==> config.mk <==
export PLATFORM = sky130hd
export DESIGN_NAME = ssc_top
export DESIGN_NICKNAME = d
export VERILOG_FILES = /design/src/core/ssc_pkg.sv /design/src/core/ssc_timer_if.sv /design/src/core/ssc_sync.sv /design/src/core/ssc_settle_timer.sv /design/src/core/ssc_top.sv
export SDC_FILE = /design/constraint.sdc
export NUM_CORES = 1
export LEC_CHECK = 0
export ABC_CLOCK_PERIOD_IN_PS = 2750
export BUFFER_PORTS_ARGS = -buffer_cell sky130_fd_sc_hd__buf_4
export CAP_MARGIN = 25
export CORE_ASPECT_RATIO = 1.75
export CORE_MARGIN = 3
export CORE_UTILIZATION = 45
export CTS_BUF_LIST = sky130_fd_sc_hd__clkbuf_8 sky130_fd_sc_hd__clkbuf_16
export CTS_CLUSTER_DIAMETER = 200
export DETAILED_ROUTE_END_ITERATION = 10
export PLACE_DENSITY = 0.76
export SYNTH_ARGS = -nofsm -noshare
export SYNTH_HDL_FRONTEND = slang
export SYNTH_SLANG_ARGS = --single-unit
==> constraint.sdc <==
create_clock -name clk -period 2.75 [get_ports clk]
set_input_delay 0.275 -clock clk [delete_from_list [all_inputs] [get_ports clk]]
set_output_delay 0.275 -clock clk [all_outputs]
set_load 0.02 [all_outputs]
==> src/core/ssc_pkg.sv <==
/*
  Constants, register map and state codes of the stop-mode standby controller.
  Assumes a 200 MHz system clock that stands in for the main oscillator clock.
*/
package ssc_pkg;

  // ---------------------------------------------------------------------------
  // Clock and timing
  // ---------------------------------------------------------------------------
  localparam int unsigned CLK_HZ          = 200_000_000;
  // Settle after a reset wake, in main clock periods, as a power of two
  localparam int unsigned RST_SETTLE_LOG2 = 18;
  localparam int unsigned RST_SETTLE_CYC  = 1 << RST_SETTLE_LOG2;

  // ---------------------------------------------------------------------------
  // Register bus
  // ---------------------------------------------------------------------------
  localparam int unsigned ADDR_W = 5;
  localparam int unsigned DATA_W = 32;
  localparam int unsigned BE_W   = 4;

  localparam logic [ADDR_W-1:0] OFS_SETTLE   = 5'h00;
  localparam logic [ADDR_W-1:0] OFS_PCFG     = 5'h04;
  localparam logic [ADDR_W-1:0] OFS_STATUS   = 5'h08;
  localparam logic [ADDR_W-1:0] OFS_IRQ_STAT = 5'h0c;
  localparam logic [ADDR_W-1:0] OFS_IRQ_MASK = 5'h10;

  // osc_settle_select: wait = 2**(base + sel), sel above the maximum is clamped
  localparam int unsigned       SEL_W   = 3;
  localparam logic [SEL_W-1:0]  SEL_RST = 3'h4;
  localparam logic [SEL_W-1:0]  SEL_MAX = 3'h4;

  // Peripheral clock-source configuration bits
  localparam int unsigned      PCFG_W      = 4;
  localparam int unsigned      PCFG_T8_EXT = 0;
  localparam int unsigned      PCFG_WT_SUB = 1;
  localparam int unsigned      PCFG_SIO_EXT = 2;
  localparam int unsigned      PCFG_AUTO_EN = 3;
  localparam logic [PCFG_W-1:0] PCFG_RST   = 4'h0;

  // Event bits, shared by the sticky status and the mask register
  localparam int unsigned    EV_W         = 6;
  localparam int unsigned    EV_STOP      = 0;
  localparam int unsigned    EV_HALT      = 1;
  localparam int unsigned    EV_WAKE_IRQ  = 2;
  localparam int unsigned    EV_WAKE_TEST = 3;
  localparam int unsigned    EV_WAKE_RST  = 4;
  localparam int unsigned    EV_REFUSED   = 5;
  localparam logic [EV_W-1:0] EV_RST      = 6'h00;

  // Status word: state code in the low bits, then the subsystem clock flag
  localparam int unsigned ST_STATE_W = 5;
  localparam int unsigned ST_SUB_CLK = 5;

  // ---------------------------------------------------------------------------
  // State and wake cause
  // ---------------------------------------------------------------------------
  typedef enum logic [4:0] {
    SSC_RUN    = 5'h01,
    SSC_STOP   = 5'h02,
    SSC_HALT   = 5'h04,
    SSC_SETTLE = 5'h08,
    SSC_RHOLD  = 5'h10
  } ssc_state_t;

  typedef enum logic [2:0] {
    SSC_CAUSE_IRQ  = 3'h1,
    SSC_CAUSE_TEST = 3'h2,
    SSC_CAUSE_RST  = 3'h4
  } ssc_cause_t;

endpackage

==> src/core/ssc_timer_if.sv <==
/*
  Handshake between the controller and its settle timer.
  Assumes both ends run on the same clock.
*/
`timescale 1ns/1ps
interface ssc_timer_if #(parameter int unsigned CNT_W = 19);
  logic             start;
  logic [CNT_W-1:0] cycles;
  logic             busy;
  logic             done;

  modport ctrl  (output start, output cycles, input busy, input done);
  modport timer (input start, input cycles, output busy, output done);
endinterface

==> src/core/ssc_sync.sv <==
/*
  Two-flop synchroniser for pin-level inputs.
  Assumes inputs are slow levels; a pulse shorter than one clock can be missed.
*/
`timescale 1ns/1ps
module ssc_sync #(
  parameter int unsigned W       = 1,
  parameter logic [W-1:0] RST_VAL = '0
) (
  input  wire logic         clk,
  input  wire logic         arst_n,
  input  wire logic [W-1:0] din,
  output logic      [W-1:0] dout
);
  logic [W-1:0] meta_q;
  logic [W-1:0] sync_q;

  always_ff @(posedge clk or negedge arst_n) begin
    if (!arst_n) begin
      meta_q <= RST_VAL;
      sync_q <= RST_VAL;
    end else begin
      meta_q <= din;
      sync_q <= meta_q;
    end
  end

  assign dout = sync_q;
endmodule

==> src/core/ssc_settle_timer.sv <==
/*
  Oscillation-settle down counter.
  Assumes start is a one-cycle pulse with cycles of at least one.
*/
`timescale 1ns/1ps
module ssc_settle_timer #(
  parameter int unsigned CNT_W = 19
) (
  input  wire logic clk,
  input  wire logic arst_n,
  ssc_timer_if.timer tif
);
  logic [CNT_W-1:0] cnt_q, cnt_d;
  logic             busy_q, busy_d;
  logic             done_q, done_d;

  always_comb begin
    cnt_d  = cnt_q;
    busy_d = busy_q;
    done_d = 1'b0;
    if (tif.start) begin
      cnt_d  = tif.cycles - CNT_W'(1);
      busy_d = 1'b1;
    end else if (busy_q) begin
      if (cnt_q == '0) begin
        busy_d = 1'b0;
        done_d = 1'b1;
      end else begin
        cnt_d = cnt_q - CNT_W'(1);
      end
    end
  end

  always_ff @(posedge clk or negedge arst_n) begin
    if (!arst_n) begin
      cnt_q  <= '0;
      busy_q <= 1'b0;
      done_q <= 1'b0;
    end else begin
      cnt_q  <= cnt_d;
      busy_q <= busy_d;
      done_q <= done_d;
    end
  end

  assign tif.busy = busy_q;
  assign tif.done = done_q;
endmodule

==> src/core/ssc_top.sv <==
/*
  Stop-mode standby controller: entry on the stop instruction, peripheral and
  bus-pin freeze while stopped, wake by interrupt, test input or reset pin,
  then an oscillation-settle wait.
  Assumes the CPU core, interrupt controller and bus unit share clk; the reset
  pin and the subsystem clock presence come from pins and are synchronised.
*/
// The placing of the registers and the Avalon-MM slave port were decided locally.
`timescale 1ns/1ps
//
// Function
// - Stop instruction enters the stop state
// - Entry only while running main clock
// - Ground main oscillator input while stopped
// - Pending unmasked interrupt falls to halt
// - Only main oscillator stops, subclock runs
// - 8-bit timers run on external input
// - Watch timer runs only on subclock
// - Serial runs on external clock only
// - Interrupt zero off, one-three stay on
// - Expansion bus lines parked while stopped
// - Upper address and port latches held
// - Interrupt, test or reset end stop
// - Interrupt wake: settle, vector or continue
// - Test wake: settle, then next instruction
// - Reset wake: settle, then reset processing
module ssc_top
  import ssc_pkg::*;
#(
  parameter int unsigned NIRQ            = 8,
  parameter int unsigned PORT_W          = 8,
  parameter int unsigned CNT_W           = 19,
  parameter int unsigned SETTLE_BASE_LOG2 = 12,
  parameter int unsigned RST_SETTLE_CYCLES = ssc_pkg::RST_SETTLE_CYC
) (
  input  wire logic                       clk,
  input  wire logic                       arst_n,
  input  wire logic [ssc_pkg::ADDR_W-1:0] avs_address,
  input  wire logic                       avs_read,
  input  wire logic                       avs_write,
  input  wire logic [ssc_pkg::BE_W-1:0]   avs_byteenable,
  input  wire logic [ssc_pkg::DATA_W-1:0] avs_writedata,
  output logic      [ssc_pkg::DATA_W-1:0] avs_readdata,
  output logic                            avs_waitrequest,
  output logic                            irq,
  input  wire logic                       cpu_stop_exec,
  input  wire logic                       cpu_on_main_clk,
  input  wire logic                       cpu_ack_enable,
  input  wire logic [NIRQ-1:0]            irq_req,
  input  wire logic [NIRQ-1:0]            irq_mask,
  input  wire logic                       test_req,
  input  wire logic                       test_mask,
  input  wire logic                       ext_reset_n,
  input  wire logic                       sub_clk_present,
  input  wire logic [7:0]                 cpu_ad_out,
  input  wire logic                       cpu_ad_oe,
  input  wire logic [7:0]                 cpu_upper_addr,
  input  wire logic                       cpu_addr_latch_strobe,
  input  wire logic                       cpu_rd_n,
  input  wire logic                       cpu_wr_n,
  input  wire logic                       cpu_wait_oe,
  input  wire logic [PORT_W-1:0]          cpu_port_latch,
  output logic      [7:0]                 mux_addr_data_lines_o,
  output logic                            mux_addr_data_lines_oe,
  output logic      [7:0]                 upper_addr_lines,
  output logic                            addr_latch_strobe,
  output logic                            rd_n,
  output logic                            wr_n,
  output logic                            wait_oe,
  output logic      [PORT_W-1:0]          port_out,
  output logic                            main_osc_enable,
  output logic                            main_osc_input_ground,
  output logic                            sub_osc_enable,
  output logic                            cpu_clk_enable,
  output logic                            timer16_run,
  output logic                            watchdog_run,
  output logic                            adc_run,
  output logic                            timer8_run,
  output logic                            watch_timer_run,
  output logic                            serial_run,
  output logic                            auto_txrx_run,
  output logic                            ext_irq_zero_enable,
  output logic                            ext_irq_one_to_three_enable,
  output logic                            wake_vector,
  output logic                            wake_continue,
  output logic                            wake_reset
);
  import ssc_pkg::*;

  if (CNT_W < 2 || CNT_W > 31 || SETTLE_BASE_LOG2 + SEL_MAX >= CNT_W ||
      RST_SETTLE_CYCLES < 1 || RST_SETTLE_CYCLES >= (1 << CNT_W) || NIRQ < 1) begin : g_chk
    $error("ssc_top: parameters out of range");
  end

  // ---------------------------------------------------------------------------
  // Pin synchronisers and settle timer
  // ---------------------------------------------------------------------------
  logic rst_pin_n;
  logic sub_ok;

  ssc_sync #(.W(2), .RST_VAL(2'h1)) u_sync (
    .clk    (clk),
    .arst_n (arst_n),
    .din    ({sub_clk_present, ext_reset_n}),
    .dout   ({sub_ok, rst_pin_n})
  );

  ssc_timer_if #(.CNT_W(CNT_W)) tif ();

  ssc_settle_timer #(.CNT_W(CNT_W)) u_timer (
    .clk    (clk),
    .arst_n (arst_n),
    .tif    (tif)
  );

  // ---------------------------------------------------------------------------
  // Registers
  // ---------------------------------------------------------------------------
  logic [SEL_W-1:0]  sel_q, sel_d;
  logic [PCFG_W-1:0] pcfg_q, pcfg_d;
  logic [EV_W-1:0]   ist_q, ist_d;
  logic [EV_W-1:0]   imask_q, imask_d;
  logic [EV_W-1:0]   snap_q, snap_d;
  logic [DATA_W-1:0] rdata_q, rdata_d;
  logic              ack_q, ack_d;
  logic [EV_W-1:0]   ev;
  logic              req;
  logic              accept;

  assign req             = avs_read | avs_write;
  assign avs_waitrequest = req & ~ack_q;
  assign accept          = req & ack_q;
  assign avs_readdata    = rdata_q;
  assign irq             = |(ist_q & imask_q);

  ssc_state_t state_q, state_d;

  function automatic logic [CNT_W-1:0] settle_cycles(input logic [SEL_W-1:0] sel);
    logic [SEL_W-1:0] s;
    s = (sel > SEL_MAX) ? SEL_MAX : sel;
    return CNT_W'(1) << (SETTLE_BASE_LOG2 + int'(s));
  endfunction

  always_comb begin
    ack_d   = req & ~ack_q;
    rdata_d = rdata_q;
    snap_d  = snap_q;
    sel_d   = sel_q;
    pcfg_d  = pcfg_q;
    imask_d = imask_q;
    // Read data is fixed one cycle ahead of acceptance, unmapped reads give zero
    if (req && !ack_q && avs_read) begin
      rdata_d = '0;
      snap_d  = '0;
      case (avs_address)
        OFS_SETTLE:   rdata_d[SEL_W-1:0] = sel_q;
        OFS_PCFG:     rdata_d[PCFG_W-1:0] = pcfg_q;
        OFS_STATUS: begin
          rdata_d[ST_STATE_W-1:0] = state_q;
          rdata_d[ST_SUB_CLK]     = sub_ok;
        end
        OFS_IRQ_STAT: begin
          rdata_d[EV_W-1:0] = ist_q;
          snap_d            = ist_q;
        end
        OFS_IRQ_MASK: rdata_d[EV_W-1:0] = imask_q;
        default:      rdata_d = '0;
      endcase
    end
    if (accept && avs_write && avs_byteenable[0]) begin
      case (avs_address)
        OFS_SETTLE:   sel_d   = avs_writedata[SEL_W-1:0];
        OFS_PCFG:     pcfg_d  = avs_writedata[PCFG_W-1:0];
        OFS_IRQ_MASK: imask_d = avs_writedata[EV_W-1:0];
        default:      sel_d   = sel_q;
      endcase
    end
    // Only bits that were returned are cleared, so a new event always survives
    ist_d = ist_q | ev;
    if (accept && avs_read && avs_address == OFS_IRQ_STAT) begin
      ist_d = (ist_q & ~snap_q) | ev;
    end
  end

  always_ff @(posedge clk or negedge arst_n) begin
    if (!arst_n) begin
      ack_q   <= 1'b0;
      rdata_q <= '0;
      snap_q  <= EV_RST;
      sel_q   <= SEL_RST;
      pcfg_q  <= PCFG_RST;
      ist_q   <= EV_RST;
      imask_q <= EV_RST;
    end else begin
      ack_q   <= ack_d;
      rdata_q <= rdata_d;
      snap_q  <= snap_d;
      sel_q   <= sel_d;
      pcfg_q  <= pcfg_d;
      ist_q   <= ist_d;
      imask_q <= imask_d;
    end
  end

  // ---------------------------------------------------------------------------
  // Standby sequencer
  // ---------------------------------------------------------------------------
  ssc_cause_t cause_q, cause_d;
  logic       irq_pend;
  logic       test_pend;
  logic       vec_q, vec_d;
  logic       cont_q, cont_d;
  logic       rstp_q, rstp_d;

  assign irq_pend  = |(irq_req & ~irq_mask);
  assign test_pend = test_req & ~test_mask;

  always_comb begin
    state_d    = state_q;
    cause_d    = cause_q;
    tif.start  = 1'b0;
    tif.cycles = settle_cycles(sel_q);
    ev         = '0;
    vec_d      = 1'b0;
    cont_d     = 1'b0;
    rstp_d     = 1'b0;
    case (state_q)
      SSC_RUN: begin
        if (cpu_stop_exec) begin
          if (!cpu_on_main_clk) begin
            ev[EV_REFUSED] = 1'b1;
          end else if (irq_pend) begin
            state_d        = SSC_HALT;
            cause_d        = SSC_CAUSE_IRQ;
            tif.start      = 1'b1;
            ev[EV_HALT]    = 1'b1;
          end else begin
            state_d        = SSC_STOP;
            ev[EV_STOP]    = 1'b1;
          end
        end
      end
      SSC_STOP: begin
        if (!rst_pin_n) begin
          state_d = SSC_RHOLD;
        end else if (irq_pend) begin
          state_d   = SSC_SETTLE;
          cause_d   = SSC_CAUSE_IRQ;
          tif.start = 1'b1;
        end else if (test_pend) begin
          state_d   = SSC_SETTLE;
          cause_d   = SSC_CAUSE_TEST;
          tif.start = 1'b1;
        end
      end
      SSC_RHOLD: begin
        if (rst_pin_n) begin
          state_d    = SSC_SETTLE;
          cause_d    = SSC_CAUSE_RST;
          tif.start  = 1'b1;
          tif.cycles = CNT_W'(RST_SETTLE_CYCLES);
        end
      end
      SSC_HALT, SSC_SETTLE: begin
        if (!rst_pin_n) begin
          state_d = SSC_RHOLD;
        end else if (tif.done) begin
          state_d = SSC_RUN;
          case (cause_q)
            SSC_CAUSE_IRQ: begin
              vec_d           = cpu_ack_enable;
              cont_d          = ~cpu_ack_enable;
              ev[EV_WAKE_IRQ] = 1'b1;
            end
            SSC_CAUSE_TEST: begin
              cont_d           = 1'b1;
              ev[EV_WAKE_TEST] = 1'b1;
            end
            default: begin
              rstp_d          = 1'b1;
              ev[EV_WAKE_RST] = 1'b1;
            end
          endcase
        end
      end
      default: state_d = SSC_RUN;
    endcase
  end

  always_ff @(posedge clk or negedge arst_n) begin
    if (!arst_n) begin
      state_q <= SSC_RUN;
      cause_q <= SSC_CAUSE_IRQ;
      vec_q   <= 1'b0;
      cont_q  <= 1'b0;
      rstp_q  <= 1'b0;
    end else begin
      state_q <= state_d;
      cause_q <= cause_d;
      vec_q   <= vec_d;
      cont_q  <= cont_d;
      rstp_q  <= rstp_d;
    end
  end

  assign wake_vector   = vec_q;
  assign wake_continue = cont_q;
  assign wake_reset    = rstp_q;

  // ---------------------------------------------------------------------------
  // Clock and peripheral gating
  // ---------------------------------------------------------------------------
  logic deep;
  assign deep = (state_q == SSC_STOP) || (state_q == SSC_RHOLD) || (state_q == SSC_SETTLE);

  assign main_osc_input_ground = (state_q == SSC_STOP) || (state_q == SSC_RHOLD);
  assign main_osc_enable = ~main_osc_input_ground;
  assign sub_osc_enable  = 1'b1;
  assign cpu_clk_enable  = (state_q == SSC_RUN);
  assign timer16_run     = ~deep;
  assign watchdog_run    = ~deep;
  assign adc_run         = ~deep;
  assign timer8_run      = ~deep | pcfg_q[PCFG_T8_EXT];
  assign watch_timer_run = ~deep | (sub_ok & pcfg_q[PCFG_WT_SUB]);
  assign serial_run      = ~deep | pcfg_q[PCFG_SIO_EXT];
  assign auto_txrx_run   = ~deep & pcfg_q[PCFG_AUTO_EN];
  assign ext_irq_zero_enable         = ~deep;
  assign ext_irq_one_to_three_enable = 1'b1;

  // ---------------------------------------------------------------------------
  // External bus and port pins
  // ---------------------------------------------------------------------------
  logic [7:0]        ad_q, ad_d;
  logic              ad_oe_q, ad_oe_d;
  logic [7:0]        up_q, up_d;
  logic              addr_latch_strobe_q, addr_latch_strobe_d;
  logic              rd_n_q, rd_n_d;
  logic              wr_n_q, wr_n_d;
  logic              wt_oe_q, wt_oe_d;
  logic [PORT_W-1:0] port_q, port_d;
  logic              hold;

  // Halt keeps the CPU clock off too, so its bus must be parked as well
  assign hold = (state_q != SSC_RUN) || (state_d != SSC_RUN);

  always_comb begin
    ad_d    = cpu_ad_out;
    ad_oe_d = cpu_ad_oe;
    up_d    = cpu_upper_addr;
    addr_latch_strobe_d  = cpu_addr_latch_strobe;
    rd_n_d  = cpu_rd_n;
    wr_n_d  = cpu_wr_n;
    wt_oe_d = cpu_wait_oe;
    port_d  = cpu_port_latch;
    if (hold) begin
      ad_d    = ad_q;
      ad_oe_d = 1'b0;
      addr_latch_strobe_d  = 1'b0;
      rd_n_d  = 1'b1;
      wr_n_d  = 1'b1;
      wt_oe_d = 1'b0;
      up_d    = up_q;
      port_d  = port_q;
    end
  end

  always_ff @(posedge clk or negedge arst_n) begin
    if (!arst_n) begin
      ad_q    <= 8'h00;
      ad_oe_q <= 1'b0;
      up_q    <= 8'h00;
      addr_latch_strobe_q  <= 1'b0;
      rd_n_q  <= 1'b1;
      wr_n_q  <= 1'b1;
      wt_oe_q <= 1'b0;
      port_q  <= '0;
    end else begin
      ad_q    <= ad_d;
      ad_oe_q <= ad_oe_d;
      up_q    <= up_d;
      addr_latch_strobe_q  <= addr_latch_strobe_d;
      rd_n_q  <= rd_n_d;
      wr_n_q  <= wr_n_d;
      wt_oe_q <= wt_oe_d;
      port_q  <= port_d;
    end
  end

  assign mux_addr_data_lines_o  = ad_q;
  assign mux_addr_data_lines_oe = ad_oe_q;
  assign upper_addr_lines       = up_q;
  assign addr_latch_strobe      = addr_latch_strobe_q;
  assign rd_n                   = rd_n_q;
  assign wr_n                   = wr_n_q;
  assign wait_oe                = wt_oe_q;
  assign port_out               = port_q;

endmodule

Yosys cells after proc, flatten, opt, wreduce, memory -nomap -nowiden. Index checks and enable logic that the tools add are counted.

Register bits after elaboration: 97. Output and inout port bits: 79. Word-level logic and storage cells: 166. Input bits: 97.

Muxes and demuxes: 72. Bitwise gates (word level): 21. Add/sub/neg operators: 3. $lt $le $gt $ge: 1. Reductions and logical operators: 23. Equality and inequality tests: 20. Shift operators: 1.

Operators with widths (number): 19-bit 2-to-1 mux (5); 5-bit 2-to-1 mux (8); 19-bit by 1-bit subtractor with 19-bit output, second input constant (2); 3-bit 2-to-1 mux (12); 1-bit 2-to-1 mux (35); 5-bit one-hot mux with 4 select lines (1); 19-bit logical NOT (1); 1-bit by 5-bit << shifter with 19-bit output, first input constant (1); 5-bit by 4-bit == test with 1-bit output, second input constant (3); 3-bit one-hot mux with 5 select lines (1); 6-bit AND (2); 6-bit 2-to-1 mux (2); 6-bit OR (2); 5-bit by 3-bit == test with 1-bit output, second input constant (2); 5-bit == test, second input constant (2); 5-bit by 1-bit inequality test with 1-bit output, second input constant (2); 3-bit one-hot mux with 3 select lines (1); 8-bit AND (1); 8-bit inverter (1); 2-bit AND reduction (4); 8-bit OR reduction (1); 7-bit AND reduction (1); 1-bit logical AND (6); 2-bit 2-to-1 mux (3); other kinds (24) (42).

Depth between registers and ports, before layout.
Depth in word-level cells: 10. Mapped depth: 13. Mapped depth without buffers: 10.

Cells and area by module. From an unflattened synthesis, not the netlist that was laid out.

Cell total of the unflattened synthesis: 519. Area, all modules: 5436.5 um^2.

By module, submodules not included: ssc_top (instances 1, seq. area each 1808.0 um^2, cells each 321, area an instance 3667.3 um^2); ssc_settle_timer (instances 1, seq. area each 525.5 um^2, cells each 194, area an instance 1666.6 um^2); ssc_sync (instances 1, seq. area each 102.6 um^2, cells each 4, area an instance 102.6 um^2).

Worst setup path before layout. OpenSTA, ideal clock, no wires.

Path kind: reg2reg. From: reg state_q[1]. To: reg u_timer.cnt_q[18]. Period minus slack after synthesis: 2.974 ns. Data arrival time: 2.851 ns. Data required time: 2.627 ns. Path slack: -0.224 ns. Path buffers: 2. Cell stages (with the launch flop): 13. Library setup time: 0.123 ns. Cell sequence: dfrtp_1 -> buf_2 -> nor4b_1 -> and2_1 -> or3_4 -> nand2_8 -> clkbuf_1 -> nand2_1 -> ha_1 -> clkinv_1 -> or4_1 -> a211oi_1 -> o21ai_1.

Cells in the longest elaborated chain, start to end: 4. Elaborated cells between the ends (all ways): 10. Classes of those cells: add/sub (1); eq/ne (4); mux (3); reduce/logical (2).

RTL lines: from (decl) (line ssc_top.sv:136) `ssc_state_t state_q, state_d;`; from (signal assigned) (line ssc_top.sv:298) `state_q <= state_d;`; 5-bit == test, or another cell as far along (line ssc_top.sv:227) `case (state_q)`; 19-bit 2-to-1 mux / 1-bit one-hot mux with 3 select lines (equally long branches) (line ssc_top.sv:227); 19-bit by 1-bit subtractor with 19-bit output, or another cell as far along (line ssc_settle_timer.sv:22) `cnt_d = tif.cycles - CNT_W'(1);`; 19-bit 2-to-1 mux / 2-bit AND reduction (equally long branches); to (signal assigned) (line ssc_settle_timer.sv:40) `cnt_q <= cnt_d;`; to (decl) (line ssc_settle_timer.sv:13) `logic [CNT_W-1:0] cnt_q, cnt_d;`.

Several ways; a longest one is shown, not always the timed one. A chain may end at the register's enable or synchronous reset.

Worst setup path after layout.
From: reg u_sync.sync_q[0] (netlist: u_sync.dout[0]). To: reg u_timer.cnt_q[18].

Cells in the longest elaborated chain, start to end: 4. Elaborated cells between the ends (all ways): 10. Classes of those cells: add/sub (1); eq/ne (1); mux (6); reduce/logical (2).

RTL lines: from (decl) (line ssc_sync.sv:16) `logic [W-1:0] sync_q;`; from (signal assigned) (line ssc_sync.sv:24) `sync_q <= meta_q;`; 19-bit 2-to-1 mux, or another cell as far along (line ssc_top.sv:257) `if (rst_pin_n) begin`; 19-bit 2-to-1 mux / 1-bit one-hot mux with 3 select lines (equally long branches) (line ssc_top.sv:227); 19-bit by 1-bit subtractor with 19-bit output, or another cell as far along (line ssc_settle_timer.sv:22); 19-bit 2-to-1 mux / 2-bit AND reduction (equally long branches).

Several ways; a longest one is shown, not always the timed one.

==> report_table.html <==
<table>
<tr><th>Metric</th><th>Value</th></tr>
<tr><th colspan="2">Power</th></tr>
<tr><td>Power density over cell area</td><td>between 800 and 900 mW/mm^2</td></tr>
<tr><td>Total Power</td><td>between 5 and 6 mW</td></tr>
<tr><td>Maximum resistive drop on vdd</td><td>between 0.6 and 0.7 mV</td></tr>
<tr><td>Total leakage power</td><td>~2.8 nW</td></tr>
<tr><th colspan="2">Logic synthesis</th></tr>
<tr><td>Cells after synthesis</td><td>448</td></tr>
<tr><td>FF+latch count, synth</td><td>97</td></tr>
<tr><td>Largest cells by area after synthesis</td><td>sky130_fd_sc_hd__dfrtp_1, sky130_fd_sc_hd__mux2_2, sky130_fd_sc_hd__buf_4</td></tr>
<tr><td>Library cell with the highest instance count after synthesis</td><td>sky130_fd_sc_hd__dfrtp_1</td></tr>
<tr><td>Portion of synthesized cell area occupied by the leading cell type</td><td>46.2%</td></tr>
<tr><td>Commonest cells in the netlist</td><td>sky130_fd_sc_hd__dfrtp_1, sky130_fd_sc_hd__nand2_1, sky130_fd_sc_hd__mux2_2, sky130_fd_sc_hd__buf_4, sky130_fd_sc_hd__nor2_1</td></tr>
<tr><td>Number of library cell types mapped by synthesis</td><td>68</td></tr>
<tr><td>Number of flops mapped to enable cells by yosys</td><td>0</td></tr>
<tr><td>Asr flop ratio synth</td><td>between 90% and 100%</td></tr>
<tr><td>Most used flip-flop cell after synthesis</td><td>sky130_fd_sc_hd__dfrtp_1</td></tr>
<tr><td>Total standard cell area after synthesis</td><td>a little under 0.005 sq mm</td></tr>
<tr><td>Proportion of synthesized chip area in sequential cells</td><td>about half</td></tr>
<tr><td>Mean post-synth cell area</td><td>~11 sq um</td></tr>
<tr><td>Number of warnings reported in the yosys synthesis log</td><td>0</td></tr>
<tr><td>Post-synthesis cell type with the largest combined area</td><td>sky130_fd_sc_hd__dfrtp_1</td></tr>
<tr><th colspan="2">Floorplanning</th></tr>
<tr><td>Initial standard-cell utilization of the core</td><td>approximately 47%</td></tr>
<tr><td>Core footprint</td><td>0.0104 sq mm</td></tr>
<tr><td>Count of pins on the block boundary</td><td>approximately 180</td></tr>
<tr><td>Die X</td><td>about 85 microns</td></tr>
<tr><td>DIE HEIGHT</td><td>between 100 and 150 microns</td></tr>
<tr><td>Rows</td><td>49</td></tr>
<tr><td>Die area</td><td>roughly 0.012 sq mm</td></tr>
<tr><th colspan="2">STA</th></tr>
<tr><td>Pins over their slew limit</td><td>0</td></tr>
<tr><td>Maximum clock skew at final layout</td><td>around 0.0073 ns</td></tr>
<tr><td>Final setup viols</td><td>0</td></tr>
<tr><td>Period Utilization, post-route</td><td>a little over nine tenths</td></tr>
<tr><td>Maximum achievable frequency</td><td>~370 MHz</td></tr>
<tr><td>Slew at the pin closest to its max-slew limit</td><td>approximately 0.67 ns</td></tr>
<tr><td>Minimum period implied by the final worst setup slack</td><td>2.67 ns</td></tr>
<tr><td>Hold Slack</td><td>approximately 0.037 ns</td></tr>
<tr><td>Minimum setup slack in the final design</td><td>0.0804 ns</td></tr>
<tr><td>Accumulated negative setup slack</td><td>0 ns</td></tr>
<tr><td>Hold violation count in the final report</td><td>0</td></tr>
<tr><td>Worst slew margin relative to its limit</td><td>between 50% and 60%</td></tr>
<tr><th colspan="2">Worst setup path</th></tr>
<tr><td>Number of cell instances on the worst register-to-register path</td><td>10</td></tr>
<tr><td>Top cell family by delay on the critical path</td><td>simple AND/OR/NAND/NOR gates</td></tr>
<tr><td>Critical Path Fanout Max</td><td>4</td></tr>
<tr><td>Worst endpoint required time</td><td>slightly below 3 ns</td></tr>
<tr><td>Number of buffer and inverter stages on the critical path</td><td>1</td></tr>
<tr><td>Worst EP arrival</td><td>slightly below 3 ns</td></tr>
<tr><td>Sort of element at the end of the critical path</td><td>register</td></tr>
<tr><td>CP Class</td><td>reg2reg</td></tr>
<tr><td>Endpoint of the most critical register-to-register path</td><td>u_timer.cnt_q[18]</td></tr>
<tr><td>Kind of launch point of the worst setup path</td><td>register</td></tr>
<tr><td>Worst reg-to-reg setup slack</td><td>around 0.080 ns</td></tr>
<tr><td>Worst-path cell chain</td><td>nor4bb_1 -&gt; a22oi_1 -&gt; or4b_4 -&gt; nand2_8 -&gt; nand2_1 -&gt; ha_1 -&gt; clkinv_2 -&gt; or4_1 -&gt; a211oi_1 -&gt; o21ai_1</td></tr>
<tr><td>Largest stage delay on the critical path</td><td>around 0.54 ns</td></tr>
<tr><td>Cell at the slowest stage of the critical path</td><td>sky130_fd_sc_hd__dfstp_2</td></tr>
<tr><td>Reg-to-reg critical path startpoint</td><td>u_sync.dout[0]</td></tr>
<tr><th colspan="2">Detailed routing</th></tr>
<tr><td>Final wirelength</td><td>about 12 mm</td></tr>
<tr><td>Post-route ant nets</td><td>0</td></tr>
<tr><td>Residual DRC count</td><td>0</td></tr>
<tr><td>Iteration count of the initial detailed-routing pass</td><td>4</td></tr>
<tr><td>Average routed wire per standard cell</td><td>between 15 and 20 microns</td></tr>
<tr><td>Initial DRC Count</td><td>about 180</td></tr>
<tr><td>Detailed-route vias per instance</td><td>around 5.4</td></tr>
<tr><td>Routed vias</td><td>~3,800</td></tr>
<tr><th colspan="2">Placement</th></tr>
<tr><td>Half-perimeter wire length of the detailed placement result</td><td>~9 mm</td></tr>
<tr><td>Number of buffers inserted by port buffering</td><td>118</td></tr>
<tr><td>GPL Wtd Cong</td><td>roughly 0.83</td></tr>
<tr><td>Worst slack, placed</td><td>0.100 ns</td></tr>
<tr><th colspan="2">Clock tree</th></tr>
<tr><td>Sinks on the clock net</td><td>97</td></tr>
<tr><td>Clock root buffer master</td><td>sky130_fd_sc_hd__clkbuf_16</td></tr>
<tr><td>Number of setup buffers added after CTS</td><td>0</td></tr>
<tr><td>Clock tree from TritonCTS</td><td>built</td></tr>
<tr><td>Buffers from clock root to sink, at most</td><td>2</td></tr>
<tr><td>Clock latency reported for the late side of the worst-skew pair</td><td>around 0.35 ns</td></tr>
<tr><td>Level count of the clock H-tree</td><td>3</td></tr>
<tr><td>Clock transition at the registers of the reported paths</td><td>around 0.07 ns</td></tr>
<tr><td>Inserted Clock Buffers</td><td>9</td></tr>
<tr><th colspan="2">Final layout</th></tr>
<tr><td>Synthesis-to-finish area growth</td><td>26.8%</td></tr>
<tr><td>Share of final-layout standard cells stronger than drive strength 1</td><td>between 40 and 50%</td></tr>
<tr><td>Antenna diodes</td><td>0</td></tr>
<tr><td>Number of nets in the layout</td><td>around 670</td></tr>
<tr><td>Total of fill cells in the finished design</td><td>between 900 and 1,000</td></tr>
<tr><th colspan="2">Worst hold path</th></tr>
<tr><td>Number of cells on the worst hold path</td><td>1</td></tr>
<tr><td>Hold_sp</td><td>ext_reset_n</td></tr>
<tr><td>Classification of the worst-slack hold path</td><td>in2reg</td></tr>
<tr><td>Sink of the worst hold path</td><td>u_sync.meta_q[0]</td></tr>
<tr><th colspan="2">Global route</th></tr>
<tr><td>Total congestion overflow</td><td>0</td></tr>
<tr><td>Total track usage</td><td>19.8%</td></tr>
<tr><td>Maximum number of pins on one net before global-route repair</td><td>between 90 and 100</td></tr>
<tr><td>Number of global-route vias before repair</td><td>3,869</td></tr>
<tr><td>First-pass GRT wire length</td><td>19.1 mm</td></tr>
<tr><td>Antenna violations before repair</td><td>0</td></tr>
<tr><th colspan="2">Job</th></tr>
<tr><td>Max-cap violation count</td><td>0</td></tr>
<tr><th colspan="2">Outcome</th></tr>
<tr><td>Outcome</td><td>complete, no violations</td></tr>
</table>
kinds of logic after synthesis:
family | after synthesis | synth area share (%)
buf+inv | 61 | 7.47
fa+ha+maj | 1 | 0.257
other cells | 2 | 0.154
flops | 97 | 50.0
mux | 41 | 9.47
xor+xnor | 15 | 2.70
simple gates | 143 | 17.3
compound gates | 88 | 12.7
layout make-up:
cell class,count,area [sq um],share of cell area (%)
clock buffers,10,239,3.87
clock inverters,6,47.5,0.770
inverters,15,57.6,0.932
multi-input cells,316,2220,35.9
flip-flops and latches,97,2440,39.5
well taps,127,159,2.57
repair buffers,134,1020,16.5
metal layers:
layer / wire length [microns] / global-route usage (%) / vias up
li1: - / - / 1788
met1: 4200 / 20.4 / 1866
met2: 6730 / 37.6 / 139
met3: 628 / 4.25 / 30
met4: 440 / 9.26 / 0
met5: 0 / 0 / -
worst max path at each step:
stage                     slack [ns]      startpoint                 to  cells after the start
final                           0.08  u_sync.dout[0]  u_timer.cnt_q[18]                     10
after global routing          -0.003      state_q[3]  u_timer.cnt_q[18]                     10
after CTS                       0.05      state_q[1]  u_timer.cnt_q[18]                     10
after detailed placement        0.10      state_q[1]  u_timer.cnt_q[18]                     10
after global placement          0.17      state_q[0]  u_timer.cnt_q[14]                     10
after floorplan               -0.005      state_q[3]  u_timer.cnt_q[18]                     12
cell usage in the layout, fill, tap and decap left out, drive strengths merged, types with 3 or more instances in the layout:
cell	count
buf	133
dfrtp	90
nand2	46
mux2	41
conb	28
nor2	22
o21ai	21
inv	19
a21oi	17
nor4	11
xnor2	10
clkbuf	10
a22o	9
nor3	9
a22oi	8
nand3	8
and3	7
dfstp	7
or2	6
nand2b	5
xor2	5
and2	5
or4	5
nor4b	4
a211oi	4
o22ai	3
a21o	3
o2bb2ai	3
a222oi	3
or3	3
nor3b	3
report_power, final:
group / internal [mW] / switching (mW)
sequential: 1.81 / 0.315
combinational: 0.978 / 1.07
clock: 0.650 / 0.569
timing repair:
action / in CTS / in global routing
resized for setup: 0 / 6
endpoints found under the hold margin: 13 / 0
endpoints found under the setup margin: 0 / 2
hold buffers: 1 / 0
worst register-to-register path, stage by stage (launching register included):
cell and delay, ns:
sky130_fd_sc_hd__dfstp_2 0.54, sky130_fd_sc_hd__nor4bb_1 0.37, sky130_fd_sc_hd__a22oi_1 0.12, sky130_fd_sc_hd__or4b_4 0.27, sky130_fd_sc_hd__nand2_8 0.05, sky130_fd_sc_hd__nand2_1 0.06
sky130_fd_sc_hd__ha_1 0.18, sky130_fd_sc_hd__clkinv_2 0.08, sky130_fd_sc_hd__or4_1 0.48, sky130_fd_sc_hd__a211oi_1 0.29, sky130_fd_sc_hd__o21ai_1 0.10
registers in the layout, indices dropped and copies added, names as in the netlist, 2 cells and up:
name	count
u_timer.cnt_q	19
mux_addr_data_lines_o	8
port_out	8
upper_addr_lines	8
avs_readdata	6
imask_q	6
ist_q	6
snap_q	6
state_q	5
pcfg_q	4
cause_q	3
sel_q	3
u_sync.dout	2
u_sync.meta_q	2
stage by stage:
stage | utilization, % | area (sq um) | cells
floorplan | - | 4990 | 474
global placement | 56.2 | 5850 | 688
detailed placement | 56.2 | 5850 | 688
CTS | 59.0 | 6150 | 705
global route | 59.3 | 6180 | 705
finish | 59.3 | 6180 | 705
No activity file was read; power rests on OpenSTA's default activity.
